File: config.mk
export PLATFORM = sky130hd
export DESIGN_NAME = ctsf_regs
export DESIGN_NICKNAME = d
export VERILOG_FILES = /design/src/hw/ctsf_pkg.sv /design/src/hw/ctsf_regs.sv
export SDC_FILE = /design/constraint.sdc
export NUM_CORES = 1
export LEC_CHECK = 0
export BUFFER_PORTS_ARGS = -buffer_cell sky130_fd_sc_hd__buf_2
export CAP_MARGIN = 10
export CELL_PAD_IN_SITES_DETAIL_PLACEMENT = 0
export CELL_PAD_IN_SITES_GLOBAL_PLACEMENT = 1
export CORE_MARGIN = 2
export CORE_UTILIZATION = 43
export DETAILED_ROUTE_END_ITERATION = 10
export PLACE_DENSITY_LB_ADDON = 0.3
export SLEW_MARGIN = 15
export SYNTH_ARGS = -nofsm -noshare
export SYNTH_HDL_FRONTEND = slang
export SYNTH_SLANG_ARGS = --single-unit
File: constraint.sdc
create_clock -name ref_clk -period 8.9 [get_ports ref_clk]
set_input_delay 0.89 -clock ref_clk [delete_from_list [all_inputs] [get_ports ref_clk]]
set_output_delay 0.89 -clock ref_clk [all_outputs]
set_load 0.01 [all_outputs]
File: src/hw/ctsf_pkg.sv
// Package: register map, field layouts and types of the timestamp/FIFO bank
package ctsf_pkg;

  // Register byte addresses
  localparam logic [7:0] OFS_TX_MPEG = 8'h00dc;
  localparam logic [7:0] OFS_TX_SAT  = 8'h00e0;
  localparam logic [7:0] OFS_RX_MPEG = 8'h00e4;
  localparam logic [7:0] OFS_RX_SAT  = 8'h00e8;
  localparam logic [7:0] OFS_APP_CTL = 8'h00ec;

  // Reset values
  localparam logic [31:0] RST_OFFSET  = 32'h0000_0000;
  localparam logic [31:0] RST_APP_CTL = 32'h0000_0000;

  // Field positions inside the application data control register
  localparam int BIT_ISO_RX      = 0;
  localparam int BIT_ISO_TX      = 1;
  localparam int BIT_ASYNC_RX    = 2;
  localparam int BIT_ASYNC_TX    = 3;
  localparam int BIT_CAPTURE_ALL = 15;

  // Cycle timer moduli: sub-cycle wraps at 3072, cycle count at 8000
  localparam logic [12:0] SUB_CYCLE_MOD = 13'h0c00;
  localparam logic [13:0] CYCLE_CNT_MOD = 14'h1f40;

  // Timer or offset word; packed from bit 31 down to bit 0
  typedef struct packed {
    logic [11:0] sub_cycle_field;
    logic [12:0] cycle_count_field;
    logic [6:0]  seconds_offset_field;
  } ctsf_ts_t;

  // Register port request
  typedef struct packed {
    logic        rd;
    logic        wr;
    logic [7:0]  addr;
    logic [31:0] wdata;
  } ctsf_bus_req_t;

  // FIFO path control bits
  typedef struct packed {
    logic iso_capture_all;
    logic async_tx_fifo_en;
    logic async_rx_fifo_en;
    logic iso_tx_fifo_en;
    logic iso_rx_fifo_en;
  } ctsf_ctl_t;

  // Receive hold states
  typedef enum logic [1:0] {
    RX_IDLE = 2'b01,
    RX_HOLD = 2'b10
  } ctsf_rx_st_t;

endpackage

File: src/hw/ctsf_regs.sv
// Timestamp offset registers, cell stamping, receive hold and FIFO control
`timescale 1ns/1ps

// Behaviour
// - Outgoing MPEG cell stamp is sampled cycle timer plus transmit offset.
// - Outgoing satellite cell stamp is sampled cycle timer plus transmit offset.
// - Received MPEG cell release time is its stamp plus receive offset.
// - Received satellite cell release time is its stamp plus receive offset.
// - Both transmit offset addresses reach one shared register.
// - Both receive offset addresses reach one shared register.
// - Bits 0 to 6 are read/write, added to the timer seconds.
// - Bits 7 to 19 are read/write cycle count offset, at most 7999.
// - Bits 20 to 31 are read/write sub-cycle offset, at most 3071.
// - All offset registers read zero after power-up or software reset.
// - Isochronous receive FIFO accepts data only while control bit 0 is set.
// - Isochronous transmit FIFO sends only while control bit 1 is set.
// - Asynchronous receive FIFO accepts data only while control bit 2 is set.
// - Asynchronous transmit FIFO sends only while control bit 3 is set.
// - A serial bus reset clears the asynchronous transmit enable.
// - Control bit 15 captures every isochronous packet regardless of channel.
// - Control register reads zero after reset; bits 4 to 14 unused.
module ctsf_regs #(
  parameter int DATA_W = 32
) (
  input  wire logic                   ref_clk,
  input  wire logic                   arst_n,
  input  wire logic                   soft_rst,
  input  wire logic                   link_bus_reset,
  input  wire ctsf_pkg::ctsf_bus_req_t bus_req,
  output logic [31:0]                 bus_rdata,
  input  wire ctsf_pkg::ctsf_ts_t     cycle_timer_reg,
  input  wire logic                   tx_cell_req,
  input  wire logic                   tx_cell_sat,
  output logic                        tx_stamp_valid,
  output logic                        tx_stamp_sat,
  output ctsf_pkg::ctsf_ts_t          tx_stamp,
  input  wire logic                   rx_cell_valid,
  output logic                        rx_cell_ready,
  input  wire logic                   rx_cell_sat,
  input  wire ctsf_pkg::ctsf_ts_t     rx_cell_stamp,
  input  wire logic [DATA_W-1:0]      rx_cell_data,
  output logic                        rx_app_valid,
  output logic                        rx_app_sat,
  output logic [DATA_W-1:0]           rx_app_data,
  input  wire logic                   iso_pkt_valid,
  input  wire logic                   iso_chan_match,
  output logic                        iso_rx_accept,
  input  wire logic                   iso_tx_pending,
  output logic                        iso_tx_send,
  input  wire logic                   async_pkt_valid,
  output logic                        async_rx_accept,
  input  wire logic                   async_tx_pending,
  output logic                        async_tx_send,
  output ctsf_pkg::ctsf_ctl_t         fifo_ctl
);

  // Refuse a cell width the datapath cannot carry
  if (DATA_W < 1) begin : g_bad_width
    $error("DATA_W must be at least 1");
  end

  // Whole state of the block
  typedef struct packed {
    ctsf_pkg::ctsf_ts_t   tx_off;
    ctsf_pkg::ctsf_ts_t   rx_off;
    ctsf_pkg::ctsf_ctl_t  ctl;
    logic [31:0]          rdata;
    ctsf_pkg::ctsf_ts_t   tx_stamp;
    logic                 tx_valid;
    logic                 tx_sat;
    ctsf_pkg::ctsf_rx_st_t rx_st;
    ctsf_pkg::ctsf_ts_t   rx_release;
    logic                 rx_sat;
    logic [DATA_W-1:0]    rx_data;
    logic                 out_valid;
    logic                 out_sat;
    logic [DATA_W-1:0]    out_data;
  } ctsf_state_t;

  ctsf_state_t st;
  ctsf_state_t next_st;
  logic        rx_due;

  // Field-wise modulo add of an offset to a timer value
  function automatic ctsf_pkg::ctsf_ts_t ts_add(
    input ctsf_pkg::ctsf_ts_t a,
    input ctsf_pkg::ctsf_ts_t b
  );
    ctsf_pkg::ctsf_ts_t r;
    logic [12:0]        sub;
    logic [13:0]        cnt;
    logic               c_sub;
    logic               c_cnt;
    sub = {1'b0, a.sub_cycle_field} + {1'b0, b.sub_cycle_field};
    c_sub = (sub >= ctsf_pkg::SUB_CYCLE_MOD);
    if (c_sub)
    begin
      sub = sub - ctsf_pkg::SUB_CYCLE_MOD;
    end
    cnt = {1'b0, a.cycle_count_field} + {1'b0, b.cycle_count_field}
          + {13'h0000, c_sub};
    c_cnt = (cnt >= ctsf_pkg::CYCLE_CNT_MOD);
    if (c_cnt)
    begin
      cnt = cnt - ctsf_pkg::CYCLE_CNT_MOD;
    end
    r.sub_cycle_field      = sub[11:0];
    r.cycle_count_field    = cnt[12:0];
    // Seconds simply wrap at 128
    r.seconds_offset_field = a.seconds_offset_field
                             + b.seconds_offset_field
                             + {6'h00, c_cnt};
    return r;
  endfunction

  // Timer has reached a release time within the same cycle slot.
  // Equality on seconds and count avoids a full modular compare; the
  // timer must step through every cycle count, which it does whenever load is low.
  assign rx_due =
    (cycle_timer_reg.seconds_offset_field == st.rx_release.seconds_offset_field)
    && (cycle_timer_reg.cycle_count_field == st.rx_release.cycle_count_field)
    && (cycle_timer_reg.sub_cycle_field >= st.rx_release.sub_cycle_field);

  // Next-state logic: register port, stamping, receive hold
  always_comb
  begin
    next_st = st;
    next_st.tx_valid  = 1'b0;
    next_st.out_valid = 1'b0;
    next_st.rdata     = 32'h0000_0000;

    // Register writes; both aliases land in one store
    if (bus_req.wr)
    begin
      if (bus_req.addr == ctsf_pkg::OFS_TX_MPEG ||
          bus_req.addr == ctsf_pkg::OFS_TX_SAT)
      begin
        // All 32 bits stored as written; range kept by software
        next_st.tx_off = ctsf_pkg::ctsf_ts_t'(bus_req.wdata);
      end
      else if (bus_req.addr == ctsf_pkg::OFS_RX_MPEG ||
               bus_req.addr == ctsf_pkg::OFS_RX_SAT)
      begin
        next_st.rx_off = ctsf_pkg::ctsf_ts_t'(bus_req.wdata);
      end
      else if (bus_req.addr == ctsf_pkg::OFS_APP_CTL)
      begin
        // Bits 4 to 14 and 16 up are not stored
        next_st.ctl.iso_rx_fifo_en   = bus_req.wdata[ctsf_pkg::BIT_ISO_RX];
        next_st.ctl.iso_tx_fifo_en   = bus_req.wdata[ctsf_pkg::BIT_ISO_TX];
        next_st.ctl.async_rx_fifo_en = bus_req.wdata[ctsf_pkg::BIT_ASYNC_RX];
        next_st.ctl.async_tx_fifo_en = bus_req.wdata[ctsf_pkg::BIT_ASYNC_TX];
        next_st.ctl.iso_capture_all  =
          bus_req.wdata[ctsf_pkg::BIT_CAPTURE_ALL];
      end
    end

    // Bus reset wins over a software set in the same cycle
    if (link_bus_reset)
    begin
      next_st.ctl.async_tx_fifo_en = 1'b0;
    end

    // Register reads; unmapped addresses return zero
    if (bus_req.rd)
    begin
      if (bus_req.addr == ctsf_pkg::OFS_TX_MPEG ||
          bus_req.addr == ctsf_pkg::OFS_TX_SAT)
      begin
        next_st.rdata = st.tx_off;
      end
      else if (bus_req.addr == ctsf_pkg::OFS_RX_MPEG ||
               bus_req.addr == ctsf_pkg::OFS_RX_SAT)
      begin
        next_st.rdata = st.rx_off;
      end
      else if (bus_req.addr == ctsf_pkg::OFS_APP_CTL)
      begin
        next_st.rdata[ctsf_pkg::BIT_ISO_RX]      = st.ctl.iso_rx_fifo_en;
        next_st.rdata[ctsf_pkg::BIT_ISO_TX]      = st.ctl.iso_tx_fifo_en;
        next_st.rdata[ctsf_pkg::BIT_ASYNC_RX]    = st.ctl.async_rx_fifo_en;
        next_st.rdata[ctsf_pkg::BIT_ASYNC_TX]    = st.ctl.async_tx_fifo_en;
        next_st.rdata[ctsf_pkg::BIT_CAPTURE_ALL] = st.ctl.iso_capture_all;
      end
    end

    // Transmit stamp: same offset for both cell formats
    if (tx_cell_req)
    begin
      next_st.tx_stamp = ts_add(cycle_timer_reg, st.tx_off);
      next_st.tx_valid = 1'b1;
      next_st.tx_sat   = tx_cell_sat;
    end

    // Receive hold machine
    case (st.rx_st)
      ctsf_pkg::RX_IDLE:
      begin
        if (rx_cell_valid)
        begin
          next_st.rx_release = ts_add(rx_cell_stamp, st.rx_off);
          next_st.rx_sat     = rx_cell_sat;
          next_st.rx_data    = rx_cell_data;
          next_st.rx_st      = ctsf_pkg::RX_HOLD;
        end
      end
      ctsf_pkg::RX_HOLD:
      begin
        if (rx_due)
        begin
          next_st.out_valid = 1'b1;
          next_st.out_sat   = st.rx_sat;
          next_st.out_data  = st.rx_data;
          next_st.rx_st     = ctsf_pkg::RX_IDLE;
        end
      end
      default:
      begin
        next_st.rx_st = ctsf_pkg::RX_IDLE;
      end
    endcase

    // Software reset clears both offsets and the control register
    if (soft_rst)
    begin
      next_st.tx_off = ctsf_pkg::ctsf_ts_t'(ctsf_pkg::RST_OFFSET);
      next_st.rx_off = ctsf_pkg::ctsf_ts_t'(ctsf_pkg::RST_OFFSET);
      next_st.ctl    = ctsf_pkg::ctsf_ctl_t'(ctsf_pkg::RST_APP_CTL[4:0]);
    end
  end

  // State register
  always_ff @(posedge ref_clk or negedge arst_n)
  begin
    if (!arst_n)
    begin
      st            <= '0;
      st.rx_st      <= ctsf_pkg::RX_IDLE;
    end
    else
    begin
      st <= next_st;
    end
  end

  // Outputs; all from the state register, rx_cell_ready decoded from the hold state
  assign bus_rdata      = st.rdata;
  assign tx_stamp_valid = st.tx_valid;
  assign tx_stamp_sat   = st.tx_sat;
  assign tx_stamp       = st.tx_stamp;
  assign rx_cell_ready  = (st.rx_st == ctsf_pkg::RX_IDLE);
  assign rx_app_valid   = st.out_valid;
  assign rx_app_sat     = st.out_sat;
  assign rx_app_data    = st.out_data;
  assign fifo_ctl       = st.ctl;

  // FIFO gating by the enables
  assign iso_rx_accept   = st.ctl.iso_rx_fifo_en && iso_pkt_valid
                           && (iso_chan_match || st.ctl.iso_capture_all);
  assign iso_tx_send     = st.ctl.iso_tx_fifo_en && iso_tx_pending;
  assign async_rx_accept = st.ctl.async_rx_fifo_en && async_pkt_valid;
  assign async_tx_send   = st.ctl.async_tx_fifo_en && async_tx_pending;
endmodule

## Word-level counts from Yosys, hierarchy flattened

Index checks and enable logic that the tools add are counted.

| storage, ports and cells | value |
|---|---|
| flip-flop bits (word level) | 236 |
| latch bits | 0 |
| bits in writable memories | 0 |
| ROM bits | 0 |
| output and inout bits | 110 |
| logic and storage cells | 109 |
| memories kept | 0 |

| cells by class | value |
|---|---|
| $add $sub $neg | 14 |
| $mul | 0 |
| div/mod/pow operators | 0 |
| $lt $le $gt $ge | 5 |
| equality and inequality tests | 15 |
| shift operators | 0 |
| mux-type cells | 26 |
| bitwise gates (word level) | 0 |
| reductions and logical operators | 23 |

Operator list:

| kind | count |
|---|---|
| $mux 69 | 2 |
| $mux 32 | 4 |
| $mux 34 | 2 |
| $mux 67 | 1 |
| $eq 8x8->1 const B | 5 |
| $mux 37 | 1 |
| $add 13x13->14 | 2 |
| $add 14x1->14 | 2 |
| $ge 14x13->1 const B | 2 |
| $add 12x12->13 | 2 |
| $ge 13x12->1 const B | 2 |
| $mux 13 | 2 |
| $sub 13x13->13 const B | 2 |
| $mux 12 | 2 |
| $sub 12x12->12 const B | 2 |
| $mux 16 | 1 |
| $add 7x1->7 | 2 |
| $add 7x7->7 | 2 |
| $eq 13x13->1 | 1 |
| $ge 12x12->1 | 1 |
| $mux 11 | 1 |
| $mux 5 | 2 |
| $mux 4 | 2 |
| $ne 2x2->1 const B | 4 |
| other kinds (14) | 34 |

## Longest topological paths before layout

| logic depth | value |
|---|---|
| depth after elaboration | 7 |
| gate-level depth with buffers | 39 |
| mapped depth without buffers | 39 |

## Least setup slack after synthesis

OpenSTA, ideal clock, no wires.

| timing path | value |
|---|---|
| kind | input port to flip-flop |
| from | input cycle_timer_reg[20] (netlist bit) |
| to | register st, in the netlist tx_stamp[6] |
| arrival | 7,919 ps |
| required time | 8,763 ps |
| path slack | 844 ps |
| stages on the path | 39 |
| cells stage by stage | ha_1 > inv_1 > fa_1 > nor2b_1 > o31a_1 > o221ai_1 > a21oi_1 > a21oi_1 > xnor2_1 > ha_1 > nand4b_1 > or3_1 > or4_1 > nor3_1 > or3_1 > a21oi_1 > fa_1 > inv_1 > (+3 left out) > o21bai_1 > a21oi_1 > xnor2_1 > ha_1 > nand4b_1 > o41ai_1 > nand2_1 > o31a_1 > buf_6 > fa_1 > fa_1 > nor2b_1 > o21ai_0 > nand2b_1 > a21o_1 > a21oi_1 > xnor2_1 > a21oi_1 |

| between the ends | value |
|---|---|
| longest elaborated chain between the ends | 5 |

Ends and longest elaborated chain:

| item | line | source |
|---|---|---|
| start: declaration | ctsf_regs.sv:31 | `input wire ctsf_pkg::ctsf_ts_t cycle_timer_reg,` |
| $add 12x12->13 | ctsf_regs.sv:94 | `sub = {1'b0, a.sub_cycle_field} + {1'b0, b.sub_cycle_field};` |
| $ge 13x12->1 | ctsf_regs.sv:95 | `c_sub = (sub >= ctsf_pkg::SUB_CYCLE_MOD);` |
| $add 14x1->14 | ctsf_regs.sv:101 | `+ {13'h0000, c_sub};` |
| $ge 14x13->1 | ctsf_regs.sv:102 | `c_cnt = (cnt >= ctsf_pkg::CYCLE_CNT_MOD);` |
| $add 7x1->7 | ctsf_regs.sv:112 | `+ {6'h00, c_cnt};` |
| end signal: assignment | ctsf_regs.sv:242 | `st <= next_st;` |
| end: declaration | ctsf_regs.sv:80 | `ctsf_state_t st;` |

Every way passes these cells.
A chain may end at the register's enable or synchronous reset.

## Worst setup path in the final report

| timing path | value |
|---|---|
| from | input rx_cell_stamp[20] (netlist bit) |
| to | register st[73] (netlist bit) |

| between the ends | value |
|---|---|
| longest elaborated chain between the ends | 5 |

Ends and longest elaborated chain:

| item | line | source |
|---|---|---|
| start: declaration | ctsf_regs.sv:40 | `input wire ctsf_pkg::ctsf_ts_t rx_cell_stamp,` |
| $add 12x12->13 | ctsf_regs.sv:94 |  |
| $ge 13x12->1 | ctsf_regs.sv:95 |  |
| $add 14x1->14 | ctsf_regs.sv:101 |  |
| $ge 14x13->1 | ctsf_regs.sv:102 |  |
| $add 7x1->7 | ctsf_regs.sv:112 |  |

Every way passes these cells.

==> summary.md <==
| Metric | Value |
|---|---|
| Chip Width | `183 µm` |
| Post-synth EDFFs | `0` |
| First-pass GRT wire length | `58.9 mm` |
| End-of-flow core utilization | `49.2%` |
| Final setup margin | `0.639 ns` |
| Post-DP HPWL | `27.6 mm` |
| CP startpoint kind | `input port` |
| Nets | `1834` |
| CTS Buf Count | `27` |
| Avg Cell Area, Syn | `9.43 µm²` |
| Routability Congestion | `0.884` |
| MaxCap Viol Count | `0` |
| P_leak | `0.00760 µW` |
| PortBufs | `260` |
| Crit Path Max Fanout | `5` |
| Hold Buf Count CTS | `0` |
| Total routed wirelength | `37.3 mm` |
| ANT nets after route | `0` |
| Yosys warns | `0` |
| Core Area | `0.0316 mm²` |
| Detailed-route DRC error count | `0` |
| Final Skew | `0.0139 ns` |
| Die Span Y | `183 µm` |
| DRT iter0 DRCs | `577` |
| # rows | `65` |
| Routed WL per cell | `18.5 µm` |
| Initial antenna violation count | `5` |
| Total GRT Usage | `22.3%` |
| Clock slew at reported path FFs | `0.06 ns` |
| Comb pwr share | `19.4%` |
| CTS tree | `yes` |
| Synth top area cells | `dfrtp_1, nand2_1, ha_1, buf_4, a21oi_1` |
| Post-Synthesis Cells | `1458` |
| Tot Pwr | `3010 µW` |
| Worst Setup End Kind | `register` |
| Cell type with the largest total area after synthesis | `dfrtp_1` |
| 1st-pass router iterations | `5` |
| Clk buf depth | `3` |
| Num ports | `261` |
| Pins Over Slew Limit | `0` |
| Placed Area | `0.0146 mm²` |
| Worst path most repeated cell | `fa_1` |
| Clock group share of total power | `36.3%` |
| Layout cells sized above 1 | `23.1%` |
| Post-Syn Area | `0.0138 mm²` |
| Net switching power | `878 µW` |
| Worst slew pin tran | `0.943 ns` |
| Setup Viol. Count Final | `0` |
| Final instance area | `0.0155 mm²` |
| Crit path time final | `8.26 ns` |
| Clk root buf | `clkbuf_16` |
| Flops & latches, synth | `236` |
| Yosys top cell area share | `42.8%` |
| Fmax | `0.121 GHz` |
| Critical path arrival | `8.65 ns` |
| Outcome | `complete, no violations` |
| Slowest stage cell on the critical path | `fa_1` |
| Sequential share of power | `44.3%` |
| Vias | `10600` |
| Reg area | `0.00591 mm²` |
| Drt via density | `5.27` |
| Sequential area share after synthesis | `42.9%` |
| Top_reg_cell synth | `dfrtp_1` |
| Vias in the first global route | `10600` |
| Final Hold Viols | `0` |
| Tightest Hold Check Type | `input port to async pin` |
| FFs w/ async S/R, synth | `100%` |
| Internal power | `2130 µW` |
| DIE AREA | `0.0334 mm²` |
| CP Class | `input port to register` |
| Unique masters post-synth | `81` |
| Sink Count | `236` |
| Setup_tns | `0 ns` |
| VDD IR max | `130 µV` |
| Pwr dens | `194 mW/mm²` |
| Multi-input gate area | `0.00666 mm²` |
| Fillers | `3071` |
| Worst-skew pair later-pin latency | `0.54 ns` |
| Max-slew headroom | `37.2%` |
| Pin count of the biggest net entering global routing | `126` |
| H-tree depth | `1` |
| Worst path required time | `9.28 ns` |
| Largest stage delay, worst path | `0.44 ns` |
| Area growth syn-to-layout | `12.9%` |
| Pre-CTS setup slack | `0.0200 ns` |
| Initial Util | `43.6%` |
| GRT Residual Overflow | `0` |
| Switching share of total power | `29.2%` |
| Fin crit share | `92.8%` |
| Post-synth net total | `1695` |
cell type report:
class                           count  area share [%]
Clock buffer                       38            4.94
Multi-Input combinational cell   1011            42.9
Timing Repair Buffer              273            9.07
Clock inverter                      8           0.620
Sequential cell                   236            38.0
Tap cell                          402            3.24
Antenna cell                        3          0.0483
Inverter                           48            1.16
cell usage after synthesis, types with 10 or more instances:
master and count:
a21o_1 18, fa_1 10, dfrtp_1 235, buf_4 103, a22oi_1 29, ha_1 76, nor2_1 45, inv_1 47
o21ai_0 47, nand2_1 298, o21a_1 13, a21oi_1 113, clkbuf_1 49, mux2_2 34, nor2b_1 45, nand3_1 14
xor2_1 17, mux2_1 20, xnor2_1 53, nor3_1 19
cells by family after synthesis:
family / count (synthesis) / synth area share, %
AND/OR/NAND/NOR: 490 / 16.2
multiplexers: 59 / 4.79
buffers and inverters: 211 / 8.84
XOR/XNOR: 70 / 4.46
adder cells (fa/ha/maj): 86 / 8.37
AO/OA/AOI/OAI: 306 / 14.4
flip-flops: 236 / 42.9
layout by cell type (no fill, tap or decap), types with 14 or more instances in the layout:
| master | Yosys | layout |
|---|---|---|
| dfrtp_1 | 235 | 235 |
| inv_1 | 47 | 47 |
| nor2b_1 | 45 | 45 |
| xnor2_1 | 53 | 53 |
| xor2_1 | 17 | 16 |
| clkbuf_16 | 0 | 27 |
| nand3_1 | 14 | 14 |
| mux2_2 | 34 | 34 |
| mux2_1 | 20 | 20 |
| nand2_1 | 298 | 296 |
| ha_1 | 76 | 76 |
| a21oi_1 | 113 | 112 |
| nor2_1 | 45 | 44 |
| a21o_1 | 18 | 18 |
| o21ai_0 | 47 | 47 |
| buf_2 | 6 | 259 |
| nor3_1 | 19 | 19 |
| a22oi_1 | 29 | 29 |
state kept, by name, summed over array words and instances, names as in the netlist:
| name | count |
|---|---|
| tx_stamp | 32 |
| fifo_ctl | 5 |
| bus_rdata | 32 |
| rx_app_sat | 1 |
| rx_app_valid | 1 |
| st | 131 |
| rx_app_data | 32 |
| tx_stamp_valid | 1 |
| tx_stamp_sat | 1 |
critical path: cells and delay by family:
| family | cells | cell delay (ns) |
|---|---|---|
| AO/OA/AOI/OAI | 14 | 2.58 |
| XOR/XNOR | 3 | 0.54 |
| AND/OR/NAND/NOR | 11 | 1.81 |
| buffers and inverters | 4 | 0.31 |
| adder cells (fa/ha/maj) | 8 | 2.50 |
stage by stage:
| stage | hold slack (ns) | std cells |
|---|---|---|
| 3_3_place_gp | 0.453 | 1969 |
| 4_1_cts | 0.472 | 2015 |
| 2_1_floorplan | 0.440 | 1458 |
| 6_report | 0.443 | 2019 |
| 5_1_grt | 0.486 | 2018 |
| 3_5_place_dp | 0.457 | 1969 |
what timing repair did:
item,4_1_cts,5_1_grt
resized for setup,0,2
endpoints found under the setup margin,0,1
buffers inserted,0,1
power by group through the flow:
| stage | combinational (µW) | clock (µW) | sequential [µW] |
|---|---|---|---|
| floorplan | 425 | 0 | 1320 |
| global placement | 576 | 0 | 1340 |
| detailed placement | 591 | 0 | 1350 |
| CTS | 595 | 1120 | 1330 |
| global route | 679 | 1160 | 1350 |
| finish | 584 | 1090 | 1330 |
worst paths after layout:
| check | start | to | slack, ns | cells past startpoint |
|---|---|---|---|---|
| setup / recovery | rx_cell_stamp[20] | st[73]$_DFFE_PN0P_ | 0.64 | 40 |
| hold / removal | arst_n | bus_rdata[11]$_DFF_PN0_ | 0.44 | 1 |
| hold reg to reg | st[47]$_DFFE_PN0P_ | st[47]$_DFFE_PN0P_ | 0.47 | 2 |
| setup reg to reg | st[192]$_DFFE_PN0P_ | st[73]$_DFFE_PN0P_ | 0.71 | 39 |
| min in group ref_clk | st[47]$_DFFE_PN0P_ | st[47]$_DFFE_PN0P_ | 0.47 | 2 |
| max in group asynchronous | arst_n | st[55]$_DFFE_PN0P_ | 7.04 | 2 |
metal layers:
layer  vias to the layer above  share of wire [%]  track usage, %
met3                        56                6.2            3.46
li1                       5184                  -               -
met2                       338                 43            34.3
met1                      5056                 48            32.8
met4                         2                2.5            6.37
met5                         -              0.029               0
No activity file was read; power rests on OpenSTA's default activity.
